$ cat src/pkg/pwg_pkg.sv
// Shared constants and types for host and device ends.
// Assumes one 100 MHz clock.
package pwg_pkg;
    // ----------------------------------------
    // Command codes
    // ----------------------------------------
    localparam logic [7:0] CMD_PAGE = 8'h00;
    localparam logic [7:0] CMD_OPERATION = 8'h01;
    localparam logic [7:0] CMD_ON_OFF = 8'h02;
    localparam logic [7:0] CMD_CLEAR_FAULTS = 8'h03;
    localparam logic [7:0] CMD_WRITE_LOCK = 8'h10;
    localparam logic [7:0] CMD_STORE_ALL = 8'h15;
    localparam logic [7:0] CMD_VOUT_MODE = 8'h20;
    localparam logic [7:0] CMD_BCAST_MASK = 8'hE4;
    localparam logic [7:0] CMD_CMD_PLUS = 8'hF3;
    localparam logic [7:0] CMD_NV_UNLOCK = 8'hF4;
    // ----------------------------------------
    // Page and lock codes
    // ----------------------------------------
    localparam logic [7:0] PAGE_LAST = 8'h07;
    localparam logic [7:0] PAGE_BCAST = 8'hFF;
    localparam logic [7:0] LOCK_L1 = 8'h80;
    localparam logic [7:0] LOCK_L2 = 8'h40;
    localparam logic [7:0] LOCK_NONE = 8'h00;
    localparam logic [7:0] RST_PAGE = 8'h00;
    localparam logic [7:0] RST_LOCK = 8'h00;
    // ----------------------------------------
    // Number formats
    // ----------------------------------------
    localparam logic [4:0] VOUT_EXP = 5'h13;
    localparam logic [15:0] VOUT_MODE_WORD = {11'h000, VOUT_EXP};
    // ----------------------------------------
    // Link timing
    // ----------------------------------------
    localparam int CLK_NS = 10;
    localparam int LK_HALF_NS = 60;
    localparam logic [3:0] LK_HALF_CYC = 4'(LK_HALF_NS / CLK_NS);
    // ----------------------------------------
    // Host register map
    // ----------------------------------------
    localparam logic [7:0] A_CMD = 8'h00;
    localparam logic [7:0] A_WDATA = 8'h04;
    localparam logic [7:0] A_GO = 8'h08;
    localparam logic [7:0] A_STATUS = 8'h0C;
    localparam logic [7:0] A_RDATA = 8'h10;
    localparam logic [7:0] A_DECODE = 8'h14;
    localparam logic [7:0] A_IRQ_STAT = 8'h18;
    localparam logic [7:0] A_IRQ_EN = 8'h1C;
    localparam logic [7:0] A_IRQ_CLR = 8'h20;
    localparam logic [1:0] RESP_OKAY = 2'h0;
    localparam logic [1:0] RESP_DECERR = 2'h3;
    // ----------------------------------------
    // Types
    // ----------------------------------------
    typedef enum logic [1:0] {LVL_NONE = 2'b00, LVL_TWO = 2'b01, LVL_ONE = 2'b10} pwg_lvl_t;
    typedef enum logic [1:0] {HS_IDLE = 2'b00, HS_WAIT = 2'b01, HS_REL = 2'b10} pwg_hst_t;
endpackage

$ cat src/pkg/pwg_link_if.sv
// Link between the command host and the page/write-guard device.
// Host makes lk_clk; both ends sync link signals in two flops.
`timescale 1ns/1ps
interface pwg_link_if;
    logic lk_clk;
    logic lk_req;
    logic lk_rd;
    logic [7:0] lk_cmd;
    logic [15:0] lk_wdata;
    logic lk_ack;
    logic [15:0] lk_rdata;
    logic lk_cml;
    logic lk_deny;
    modport host (output lk_clk, lk_req, lk_rd, lk_cmd, lk_wdata, input lk_ack, lk_rdata, lk_cml, lk_deny);
    modport dev (input lk_clk, lk_req, lk_rd, lk_cmd, lk_wdata, output lk_ack, lk_rdata, lk_cml, lk_deny);
endinterface

$ cat src/design/pwg_fmt.sv
// Splits a word into exponent and mantissa.
// Assumes the caller flags voltage words.
`timescale 1ns/1ps
module pwg_fmt (
    // Raw word
    input wire logic [15:0] word,
    input wire logic volt,
    // Decoded fields
    output logic [7:0] exp_o,
    output logic [16:0] mant_o
);
    // ----------------------------------------
    // Decode
    // ----------------------------------------
    always_comb
    begin
        if (volt)
        begin
            exp_o = {{3{pwg_pkg::VOUT_EXP[4]}}, pwg_pkg::VOUT_EXP};
            mant_o = {1'b0, word};
        end
        else
        begin
            exp_o = {{3{word[15]}}, word[15:11]};
            mant_o = {{6{word[10]}}, word[10:0]};
        end
    end
endmodule // pwg_fmt

$ cat src/design/pwg_host.sv
// Host end: AXI4-Lite command registers driving one link transfer at a time.
// Assumes every request is answered; else the host stays busy.
`timescale 1ns/1ps
module pwg_host (
    // Clock and reset
    input wire logic aclk,
    input wire logic aresetn,
    // AXI4-Lite write
    input wire logic [7:0] awaddr,
    input wire logic awvalid,
    output logic awready,
    input wire logic [31:0] wdata,
    input wire logic [3:0] wstrb,
    input wire logic wvalid,
    output logic wready,
    output logic [1:0] bresp,
    output logic bvalid,
    input wire logic bready,
    // AXI4-Lite read
    input wire logic [7:0] araddr,
    input wire logic arvalid,
    output logic arready,
    output logic [31:0] rdata,
    output logic [1:0] rresp,
    output logic rvalid,
    input wire logic rready,
    // Interrupt
    output logic irq,
    // Link to device
    pwg_link_if.host lk
);
    // ----------------------------------------
    // State
    // ----------------------------------------
    typedef struct packed {
        logic [3:0] div;
        logic lkc;
        logic req;
        logic rd;
        logic [7:0] cmd;
        logic [15:0] wd;
        logic [1:0] ack_s;
        logic [1:0][15:0] rd_s;
        logic [1:0] cml_s;
        logic [1:0] deny_s;
        pwg_pkg::pwg_hst_t fsm;
        logic go;
        logic aw_got;
        logic [7:0] aw_a;
        logic w_got;
        logic [31:0] w_d;
        logic bvalid;
        logic [1:0] bresp;
        logic rvalid;
        logic [31:0] rdata;
        logic [1:0] rresp;
        logic [9:0] rg_cmd;
        logic [15:0] rg_wd;
        logic [15:0] res;
        logic res_cml;
        logic res_deny;
        logic [2:0] ist;
        logic [2:0] ien;
    } pwg_host_st_t;

    pwg_host_st_t st_ff;
    pwg_host_st_t nxt_st;
    logic tick;
    logic fall;
    logic bad_lock;
    logic [2:0] ev;
    logic [2:0] clr;
    logic [7:0] dexp;
    logic [16:0] dmant;

    pwg_fmt u_fmt (
        .word(st_ff.res),
        .volt(st_ff.rg_cmd[9]),
        .exp_o(dexp),
        .mant_o(dmant)
    );

    // ----------------------------------------
    // Next state
    // ----------------------------------------
    always_comb
    begin
        nxt_st = st_ff;
        ev = 3'h0;
        clr = 3'h0;
        // Link clock; requests move on its fall
        tick = st_ff.div == pwg_pkg::LK_HALF_CYC - 4'h1;
        fall = tick && st_ff.lkc;
        nxt_st.div = tick ? 4'h0 : st_ff.div + 4'h1;
        nxt_st.lkc = tick ? ~st_ff.lkc : st_ff.lkc;
        nxt_st.ack_s = {st_ff.ack_s[0], lk.lk_ack};
        nxt_st.rd_s = {st_ff.rd_s[0], lk.lk_rdata};
        nxt_st.cml_s = {st_ff.cml_s[0], lk.lk_cml};
        nxt_st.deny_s = {st_ff.deny_s[0], lk.lk_deny};
        bad_lock = !st_ff.rg_cmd[8] && st_ff.rg_cmd[7:0] == pwg_pkg::CMD_WRITE_LOCK
            && st_ff.rg_wd[7:0] != pwg_pkg::LOCK_NONE && st_ff.rg_wd[7:0] != pwg_pkg::LOCK_L1
            && st_ff.rg_wd[7:0] != pwg_pkg::LOCK_L2;
        // Write: address, data in any order
        if (awvalid && !st_ff.aw_got)
        begin
            nxt_st.aw_got = 1'b1;
            nxt_st.aw_a = awaddr;
        end
        if (wvalid && !st_ff.w_got)
        begin
            nxt_st.w_got = 1'b1;
            nxt_st.w_d = wdata;
        end
        if (st_ff.bvalid && bready)
            nxt_st.bvalid = 1'b0;
        if (st_ff.aw_got && st_ff.w_got && !st_ff.bvalid)
        begin
            nxt_st.aw_got = 1'b0;
            nxt_st.w_got = 1'b0;
            nxt_st.bvalid = 1'b1;
            nxt_st.bresp = pwg_pkg::RESP_OKAY;
            case (st_ff.aw_a)
                pwg_pkg::A_CMD: nxt_st.rg_cmd = st_ff.w_d[9:0];
                pwg_pkg::A_WDATA: nxt_st.rg_wd = st_ff.w_d[15:0];
                pwg_pkg::A_GO: nxt_st.go = st_ff.fsm == pwg_pkg::HS_IDLE;
                pwg_pkg::A_IRQ_EN: nxt_st.ien = st_ff.w_d[2:0];
                pwg_pkg::A_IRQ_CLR: clr = st_ff.w_d[2:0];
                default: nxt_st.bresp = pwg_pkg::RESP_DECERR;
            endcase
        end
        // Read channel
        if (st_ff.rvalid && rready)
            nxt_st.rvalid = 1'b0;
        if (arvalid && !st_ff.rvalid)
        begin
            nxt_st.rvalid = 1'b1;
            nxt_st.rresp = pwg_pkg::RESP_OKAY;
            case (araddr)
                pwg_pkg::A_CMD: nxt_st.rdata = {22'h00_0000, st_ff.rg_cmd};
                pwg_pkg::A_WDATA: nxt_st.rdata = {16'h0000, st_ff.rg_wd};
                pwg_pkg::A_STATUS:
                    nxt_st.rdata = {29'h0000_0000, st_ff.res_deny, st_ff.res_cml,
                        st_ff.go || st_ff.fsm != pwg_pkg::HS_IDLE};
                pwg_pkg::A_RDATA: nxt_st.rdata = {16'h0000, st_ff.res};
                pwg_pkg::A_DECODE: nxt_st.rdata = {dexp, 7'h00, dmant};
                pwg_pkg::A_IRQ_STAT: nxt_st.rdata = {29'h0000_0000, st_ff.ist};
                pwg_pkg::A_IRQ_EN: nxt_st.rdata = {29'h0000_0000, st_ff.ien};
                pwg_pkg::A_GO, pwg_pkg::A_IRQ_CLR: nxt_st.rdata = 32'h0000_0000;
                default:
                begin
                    nxt_st.rdata = 32'h0000_0000;
                    nxt_st.rresp = pwg_pkg::RESP_DECERR;
                end
            endcase
        end
        // Link transfer: four-phase request and acknowledge
        case (st_ff.fsm)
            pwg_pkg::HS_IDLE:
                if (st_ff.go && fall)
                begin
                    nxt_st.go = 1'b0;
                    if (bad_lock)
                    begin
                        // Reserved lock codes stay here
                        nxt_st.res_deny = 1'b1;
                        nxt_st.res_cml = 1'b0;
                        ev = 3'b101;
                    end
                    else
                    begin
                        nxt_st.req = 1'b1;
                        nxt_st.rd = st_ff.rg_cmd[8];
                        nxt_st.cmd = st_ff.rg_cmd[7:0];
                        nxt_st.wd = st_ff.rg_wd;
                        nxt_st.fsm = pwg_pkg::HS_WAIT;
                    end
                end
            pwg_pkg::HS_WAIT:
                if (st_ff.ack_s[1] && fall)
                begin
                    nxt_st.res = st_ff.rd_s[1];
                    nxt_st.res_cml = st_ff.cml_s[1];
                    nxt_st.res_deny = st_ff.deny_s[1];
                    nxt_st.req = 1'b0;
                    nxt_st.fsm = pwg_pkg::HS_REL;
                end
            pwg_pkg::HS_REL:
                if (!st_ff.ack_s[1])
                begin
                    nxt_st.fsm = pwg_pkg::HS_IDLE;
                    ev = {st_ff.res_deny, st_ff.res_cml, 1'b1};
                end
            default: nxt_st.fsm = pwg_pkg::HS_IDLE;
        endcase
        // Set beats clear in the same cycle
        nxt_st.ist = (st_ff.ist & ~clr) | ev;
    end

    // ----------------------------------------
    // Registers
    // ----------------------------------------
    always_ff @(posedge aclk)
    begin
        if (!aresetn)
            st_ff <= '0;
        else
            st_ff <= nxt_st;
    end

    // ----------------------------------------
    // Outputs
    // ----------------------------------------
    assign awready = !st_ff.aw_got;
    assign wready = !st_ff.w_got;
    assign bvalid = st_ff.bvalid;
    assign bresp = st_ff.bresp;
    assign arready = !st_ff.rvalid;
    assign rvalid = st_ff.rvalid;
    assign rdata = st_ff.rdata;
    assign rresp = st_ff.rresp;
    assign irq = |(st_ff.ist & st_ff.ien);
    assign lk.lk_clk = st_ff.lkc;
    assign lk.lk_req = st_ff.req;
    assign lk.lk_rd = st_ff.rd;
    assign lk.lk_cmd = st_ff.cmd;
    assign lk.lk_wdata = st_ff.wd;
endmodule // pwg_host

$ cat src/flat_wrapper.sv
// flat-port wrapper written by rule: the top's interface ports become plain ports
module pwg_host_flat 
  (aclk, aresetn, awaddr, awvalid, awready, wdata, wstrb, wvalid, wready, bresp, bvalid, bready, araddr, arvalid, arready, rdata, rresp, rvalid, rready, irq, lk_lk_clk, lk_lk_req, lk_lk_rd, lk_lk_cmd, lk_lk_wdata, lk_lk_ack, lk_lk_rdata, lk_lk_cml, lk_lk_deny);
  pwg_link_if lk_i ();
  input wire logic aclk;
  input wire logic aresetn;
  input wire logic [7:0] awaddr;
  input wire logic awvalid;
  output logic awready;
  input wire logic [31:0] wdata;
  input wire logic [3:0] wstrb;
  input wire logic wvalid;
  output logic wready;
  output logic [1:0] bresp;
  output logic bvalid;
  input wire logic bready;
  input wire logic [7:0] araddr;
  input wire logic arvalid;
  output logic arready;
  output logic [31:0] rdata;
  output logic [1:0] rresp;
  output logic rvalid;
  input wire logic rready;
  output logic irq;
  output wire logic [$bits(lk_i.lk_clk)-1:0] lk_lk_clk;
  output wire logic [$bits(lk_i.lk_req)-1:0] lk_lk_req;
  output wire logic [$bits(lk_i.lk_rd)-1:0] lk_lk_rd;
  output wire logic [$bits(lk_i.lk_cmd)-1:0] lk_lk_cmd;
  output wire logic [$bits(lk_i.lk_wdata)-1:0] lk_lk_wdata;
  input wire logic [$bits(lk_i.lk_ack)-1:0] lk_lk_ack;
  input wire logic [$bits(lk_i.lk_rdata)-1:0] lk_lk_rdata;
  input wire logic [$bits(lk_i.lk_cml)-1:0] lk_lk_cml;
  input wire logic [$bits(lk_i.lk_deny)-1:0] lk_lk_deny;
  assign lk_lk_clk = lk_i.lk_clk;
  assign lk_lk_req = lk_i.lk_req;
  assign lk_lk_rd = lk_i.lk_rd;
  assign lk_lk_cmd = lk_i.lk_cmd;
  assign lk_lk_wdata = lk_i.lk_wdata;
  assign lk_i.lk_ack = lk_lk_ack;
  assign lk_i.lk_rdata = lk_lk_rdata;
  assign lk_i.lk_cml = lk_lk_cml;
  assign lk_i.lk_deny = lk_lk_deny;
  pwg_host u_core (.aclk(aclk), .aresetn(aresetn), .awaddr(awaddr), .awvalid(awvalid), .awready(awready), .wdata(wdata), .wstrb(wstrb), .wvalid(wvalid), .wready(wready), .bresp(bresp), .bvalid(bvalid), .bready(bready), .araddr(araddr), .arvalid(arvalid), .arready(arready), .rdata(rdata), .rresp(rresp), .rvalid(rvalid), .rready(rready), .irq(irq), .lk(lk_i));
endmodule
$ cat config.mk
export PLATFORM = sky130hd
export DESIGN_NAME = pwg_host_flat
export DESIGN_NICKNAME = d
export VERILOG_FILES = /design/src/pkg/pwg_pkg.sv /design/src/pkg/pwg_link_if.sv /design/src/design/pwg_fmt.sv /design/src/design/pwg_host.sv /design/src/flat_wrapper.sv
export SDC_FILE = /design/constraint.sdc
export NUM_CORES = 1
export LEC_CHECK = 0
export ABC_AREA = 0
export BUFFER_PORTS_ARGS = -buffer_cell sky130_fd_sc_hd__buf_2
export CORE_MARGIN = 2
export CORE_UTILIZATION = 55
export DETAILED_ROUTE_END_ITERATION = 8
export GPL_ROUTABILITY_DRIVEN = 0
export PLACE_DENSITY = 0.79
export SYNTH_ARGS = -nofsm -noshare
export SYNTH_HDL_FRONTEND = slang
export SYNTH_HIERARCHICAL = 1
export SYNTH_SLANG_ARGS = --single-unit
$ cat constraint.sdc
create_clock -name aclk -period 3.15 [get_ports aclk]
set_input_delay 0.63 -clock aclk [delete_from_list [all_inputs] [get_ports aclk]]
set_output_delay 0.63 -clock aclk [all_outputs]
set_load 0.005 [all_outputs]
==> impl_results.rst <==
.. list-table::
   :header-rows: 1

   * - Metric
     - Value
   * - Run status
     - complete, no violations
   * - Total half-perimeter wirelength after legalization and detailed placement
     - 9850 um
   * - DRT iter0 DRCs
     - 330
   * - Cell count after synthesis
     - 800
   * - Count of instances resized after the clock tree is built
     - 0
   * - Leading post-synthesis cells by cell area
     - sky130_fd_sc_hd__dfxtp_1 46%, sky130_fd_sc_hd__mux2i_1 9.4%, sky130_fd_sc_hd__buf_4 7.4%, sky130_fd_sc_hd__nand2_1 6.9%, sky130_fd_sc_hd__nor2b_1 4.6%
   * - Flip-flop and latch count after synthesis
     - 177
   * - IO Port Bufs
     - 119
   * - Worst hold path type
     - input port to register
   * - Critical-path cell with the highest stage delay
     - sky130_fd_sc_hd__or4_1
   * - Count of buffering cells on the critical path with inverters included
     - 0
   * - Top library cells by usage in the layout, fill and taps aside
     - 177 x sky130_fd_sc_hd__dfxtp_1, 141 x sky130_fd_sc_hd__nand2_1, 118 x sky130_fd_sc_hd__buf_2
   * - Number of max-cap violations
     - 0
   * - Antenna-violating nets left
     - 0
   * - Number of global-route vias before repair
     - 4,577
   * - Layout overhead on the synthesized area
     - 9.82%
   * - Slew Viols, Final
     - 0
   * - Worst EP required
     - 3460 ps
   * - TritonCTS buffer count
     - 17
   * - Min cycle time layout
     - 2150 ps
   * - Setup repair after global routing missed its margin
     - no
   * - EDFF count, synth
     - 0
   * - Slew headroom
     - 42.1%
   * - Number of top-level design ports
     - 147
   * - Post-layout power
     - 4.60 mW
   * - Total track usage
     - 19.6%
   * - Number of iterations in the first detailed-routing pass
     - 5
   * - Synthesized area per cell
     - 9.54 um^2
   * - Final Hold Vio Count
     - 0
   * - Clock latency on the worst-skew pair
     - 430 ps
   * - Ys Warns
     - 6
   * - Setup TNS
     - 0 ps
   * - Clock Root Buffer
     - sky130_fd_sc_hd__clkbuf_16
   * - Wirelength, routed
     - 14,300 um
   * - Die width
     - 122 um
   * - Most instantiated flip-flop cell in the synthesis netlist
     - sky130_fd_sc_hd__dfxtp_1
   * - Ordered cell list for the critical path
     - or4bb_1 > or4_1 > nand2_1 > a21boi_0
   * - Wire length of the first global-routing pass
     - 22,500 um
   * - Core outline area
     - 0.0137 mm^2
   * - Total Die Area
     - 0.0148 mm^2
   * - Worst IR drop on VDD
     - 0.327 mV
   * - Static leakage
     - 3.44 nW
   * - Category of the worst setup path capture point
     - register
   * - Netlist Area Pre-Place
     - 0.00763 mm^2
   * - Detailed-route DRC error count
     - 0
   * - Clock transition at the registers of the reported paths
     - 60 ps
   * - Final clock period utilization by the worst path
     - 68.2%
   * - Async set-reset flop share out of synthesis
     - 0%
   * - Vertical die dimension
     - 122 um
   * - Aggregate global routing overflow
     - 0
   * - TritonCTS clock tree
     - built
   * - Initial antenna violation count
     - 0
   * - Crit path arrival time
     - 2450 ps
   * - Slew at the pin closest to its max-slew limit
     - 862 ps
   * - Effective utilization at floorplan
     - 55.6%
   * - Pwr/cell area
     - 548 mW/mm^2
   * - Avg Vias per Cell
     - 5.06
   * - DP Area
     - 0.00780 mm^2
   * - Share of post-route cells with drive strength above 1
     - 21.9%
   * - Count of hold-fix buffers inserted at cts
     - 0
   * - Share of the synthesized area in the top cell type
     - 46.4%
   * - CTS Sinks
     - 177
   * - Fmax
     - 0.466 GHz
   * - Final worst clock skew
     - 7.68 ps
   * - Number of nets in the finished design
     - 911
   * - Sequential element share of the synthesized area
     - 46.4%
   * - Count of unique library cells instantiated by Yosys
     - 51
   * - Crit start category
     - register
   * - Maximum level of the CTS H-tree
     - 4
   * - Number of failing setup endpoints in the final timing report
     - 0
   * - Number of placement rows
     - 43
   * - Leading area contributor after synthesis
     - sky130_fd_sc_hd__dfxtp_1
   * - CP Class
     - register to register
   * - Vias after detailed routing
     - 5,175
   * - Commonest non-fill, non-tap cell in the layout
     - sky130_fd_sc_hd__dfxtp_1
   * - Worst path max stage delay
     - 750 ps
   * - Count of antenna diodes in the layout
     - 0
   * - Max FO, Critical Path
     - 16
   * - WL/cell
     - 14.0 um
   * - Buffers inserted by post-CTS timing repair
     - 0
   * - Top cell family by delay on the critical path
     - simple AND/OR/NAND/NOR gates
   * - Post-route cell area
     - 0.00838 mm^2
   * - Pin count of the biggest net entering global routing
     - 105
   * - Worst-case clock buffer depth
     - 2
==> synthesized netlist by cell type (2+ instances only) <==
cell                       count
sky130_fd_sc_hd__nand4b_1      2
sky130_fd_sc_hd__ha_1          2
sky130_fd_sc_hd__and2b_2       3
sky130_fd_sc_hd__mux2_4        4
sky130_fd_sc_hd__dfxtp_1     177
sky130_fd_sc_hd__nor2_1       13
sky130_fd_sc_hd__nand2_1     141
sky130_fd_sc_hd__nor2b_1      56
sky130_fd_sc_hd__nand3_1      14
sky130_fd_sc_hd__o21ai_0      24
sky130_fd_sc_hd__a21boi_1     10
sky130_fd_sc_hd__buf_4        75
sky130_fd_sc_hd__o211a_1       2
sky130_fd_sc_hd__or2_1         3
sky130_fd_sc_hd__nand4_1       4
sky130_fd_sc_hd__and4b_1       2
sky130_fd_sc_hd__nor4_1        5
sky130_fd_sc_hd__nor3_1        4
sky130_fd_sc_hd__mux2i_1      72
sky130_fd_sc_hd__inv_1        13
sky130_fd_sc_hd__clkbuf_1     31
sky130_fd_sc_hd__mux2_2        7
sky130_fd_sc_hd__buf_6         2
sky130_fd_sc_hd__or4_1         2
sky130_fd_sc_hd__buf_2         9
sky130_fd_sc_hd__nand2b_1      4
sky130_fd_sc_hd__a21boi_0     23
sky130_fd_sc_hd__a21oi_1       5
sky130_fd_sc_hd__buf_1         3
sky130_fd_sc_hd__and2_1       40
sky130_fd_sc_hd__mux4_2       10
sky130_fd_sc_hd__a22oi_1      16
sky130_fd_sc_hd__nand3b_1      4
==> flip-flops by register name, indices dropped and copies added (netlist names) <==
signal / count
u_core/lk.lk_cmd: 8
u_core/rresp: 1
u_core/lk.lk_wdata: 16
u_core/lk.lk_clk: 1
u_core/bresp: 1
u_core/rvalid: 1
u_core/rdata: 25
u_core/st_ff: 102
u_core/lk.lk_req: 1
u_core/nxt_st: 19
u_core/bvalid: 1
u_core/lk.lk_rd: 1
==> cell type report <==
class / instances / area [um^2]
well taps: 180 / 225
multi-input cells: 496 / 3320
flip-flops and latches: 177 / 3540
repair buffers: 126 / 663
fillers: 1160 / 5340
clock buffers: 22 / 474
clock inverters: 9 / 105
inverters: 13 / 48.8
==> path summary, 6_finish.rpt <==
check / from / to / slack, ps / cells after the start
worst min-delay path: lk_lk_rdata[6] / u_core/nxt_st[159]$_SDFF_PN0_ / 410 / 2
worst min register to register: u_core/nxt_st[156]$_SDFF_PN0_ / u_core/st_ff[156]$_SDFF_PN0_ / 430 / 1
worst max register to register: u_core/st_ff[120]$_SDFFE_PP0P_ / u_core/st_ff[31]$_SDFFE_PN0P_ / 1000 / 4
worst max-delay path: u_core/st_ff[120]$_SDFFE_PP0P_ / u_core/st_ff[31]$_SDFFE_PN0P_ / 1000 / 4
==> stage by stage <==
step	setup WS (ps)	hold slack, ps	std cells	utilization, %
after global routing	870	393	1023	61.1
final	1000	406	1023	61.1
after global placement	840	416	992	56.9
after detailed placement	805	417	992	56.9
after floorplan	1200	412	806	-
after CTS	1020	393	1023	61.1
==> logic make-up after synthesis <==
kind of cell             count (synthesis)  synth area share, %
AO/OA/AOI/OAI                           86                 7.61
XOR/XNOR                                 1                0.115
adder cells (fa/ha/maj)                  3                0.459
buffers and inverters                  133                 10.6
flip-flops                             177                 46.4
multiplexers                            93                 14.2
other                                    1               0.0491
AND/OR/NAND/NOR                        306                 20.6
==> routing by layer <==
| layer | track usage, % | vias to the layer above | share of wire [%] |
|---|---|---|---|
| met5 | 0 | - | 0 |
| met4 | 7.47 | 0 | 1.7 |
| met3 | 4.82 | 18 | 4.4 |
| met2 | 30.8 | 115 | 46 |
| met1 | 26.1 | 2391 | 48 |
| li1 | - | 2651 | - |
==> where the power goes <==
| part | switching, mW | internal (mW) |
|---|---|---|
| sequential | 0.0356 | 2.29 |
| clock | 0.812 | 1.23 |
| combinational | 0.124 | 0.108 |
==> worst register-to-register path, stage by stage, from the launching register on <==
cell	delay, ps
sky130_fd_sc_hd__dfxtp_1	430
sky130_fd_sc_hd__or4bb_1	600
sky130_fd_sc_hd__or4_1	750
sky130_fd_sc_hd__nand2_1	170
sky130_fd_sc_hd__a21boi_0	80
Power figures use the tool's default switching activity.
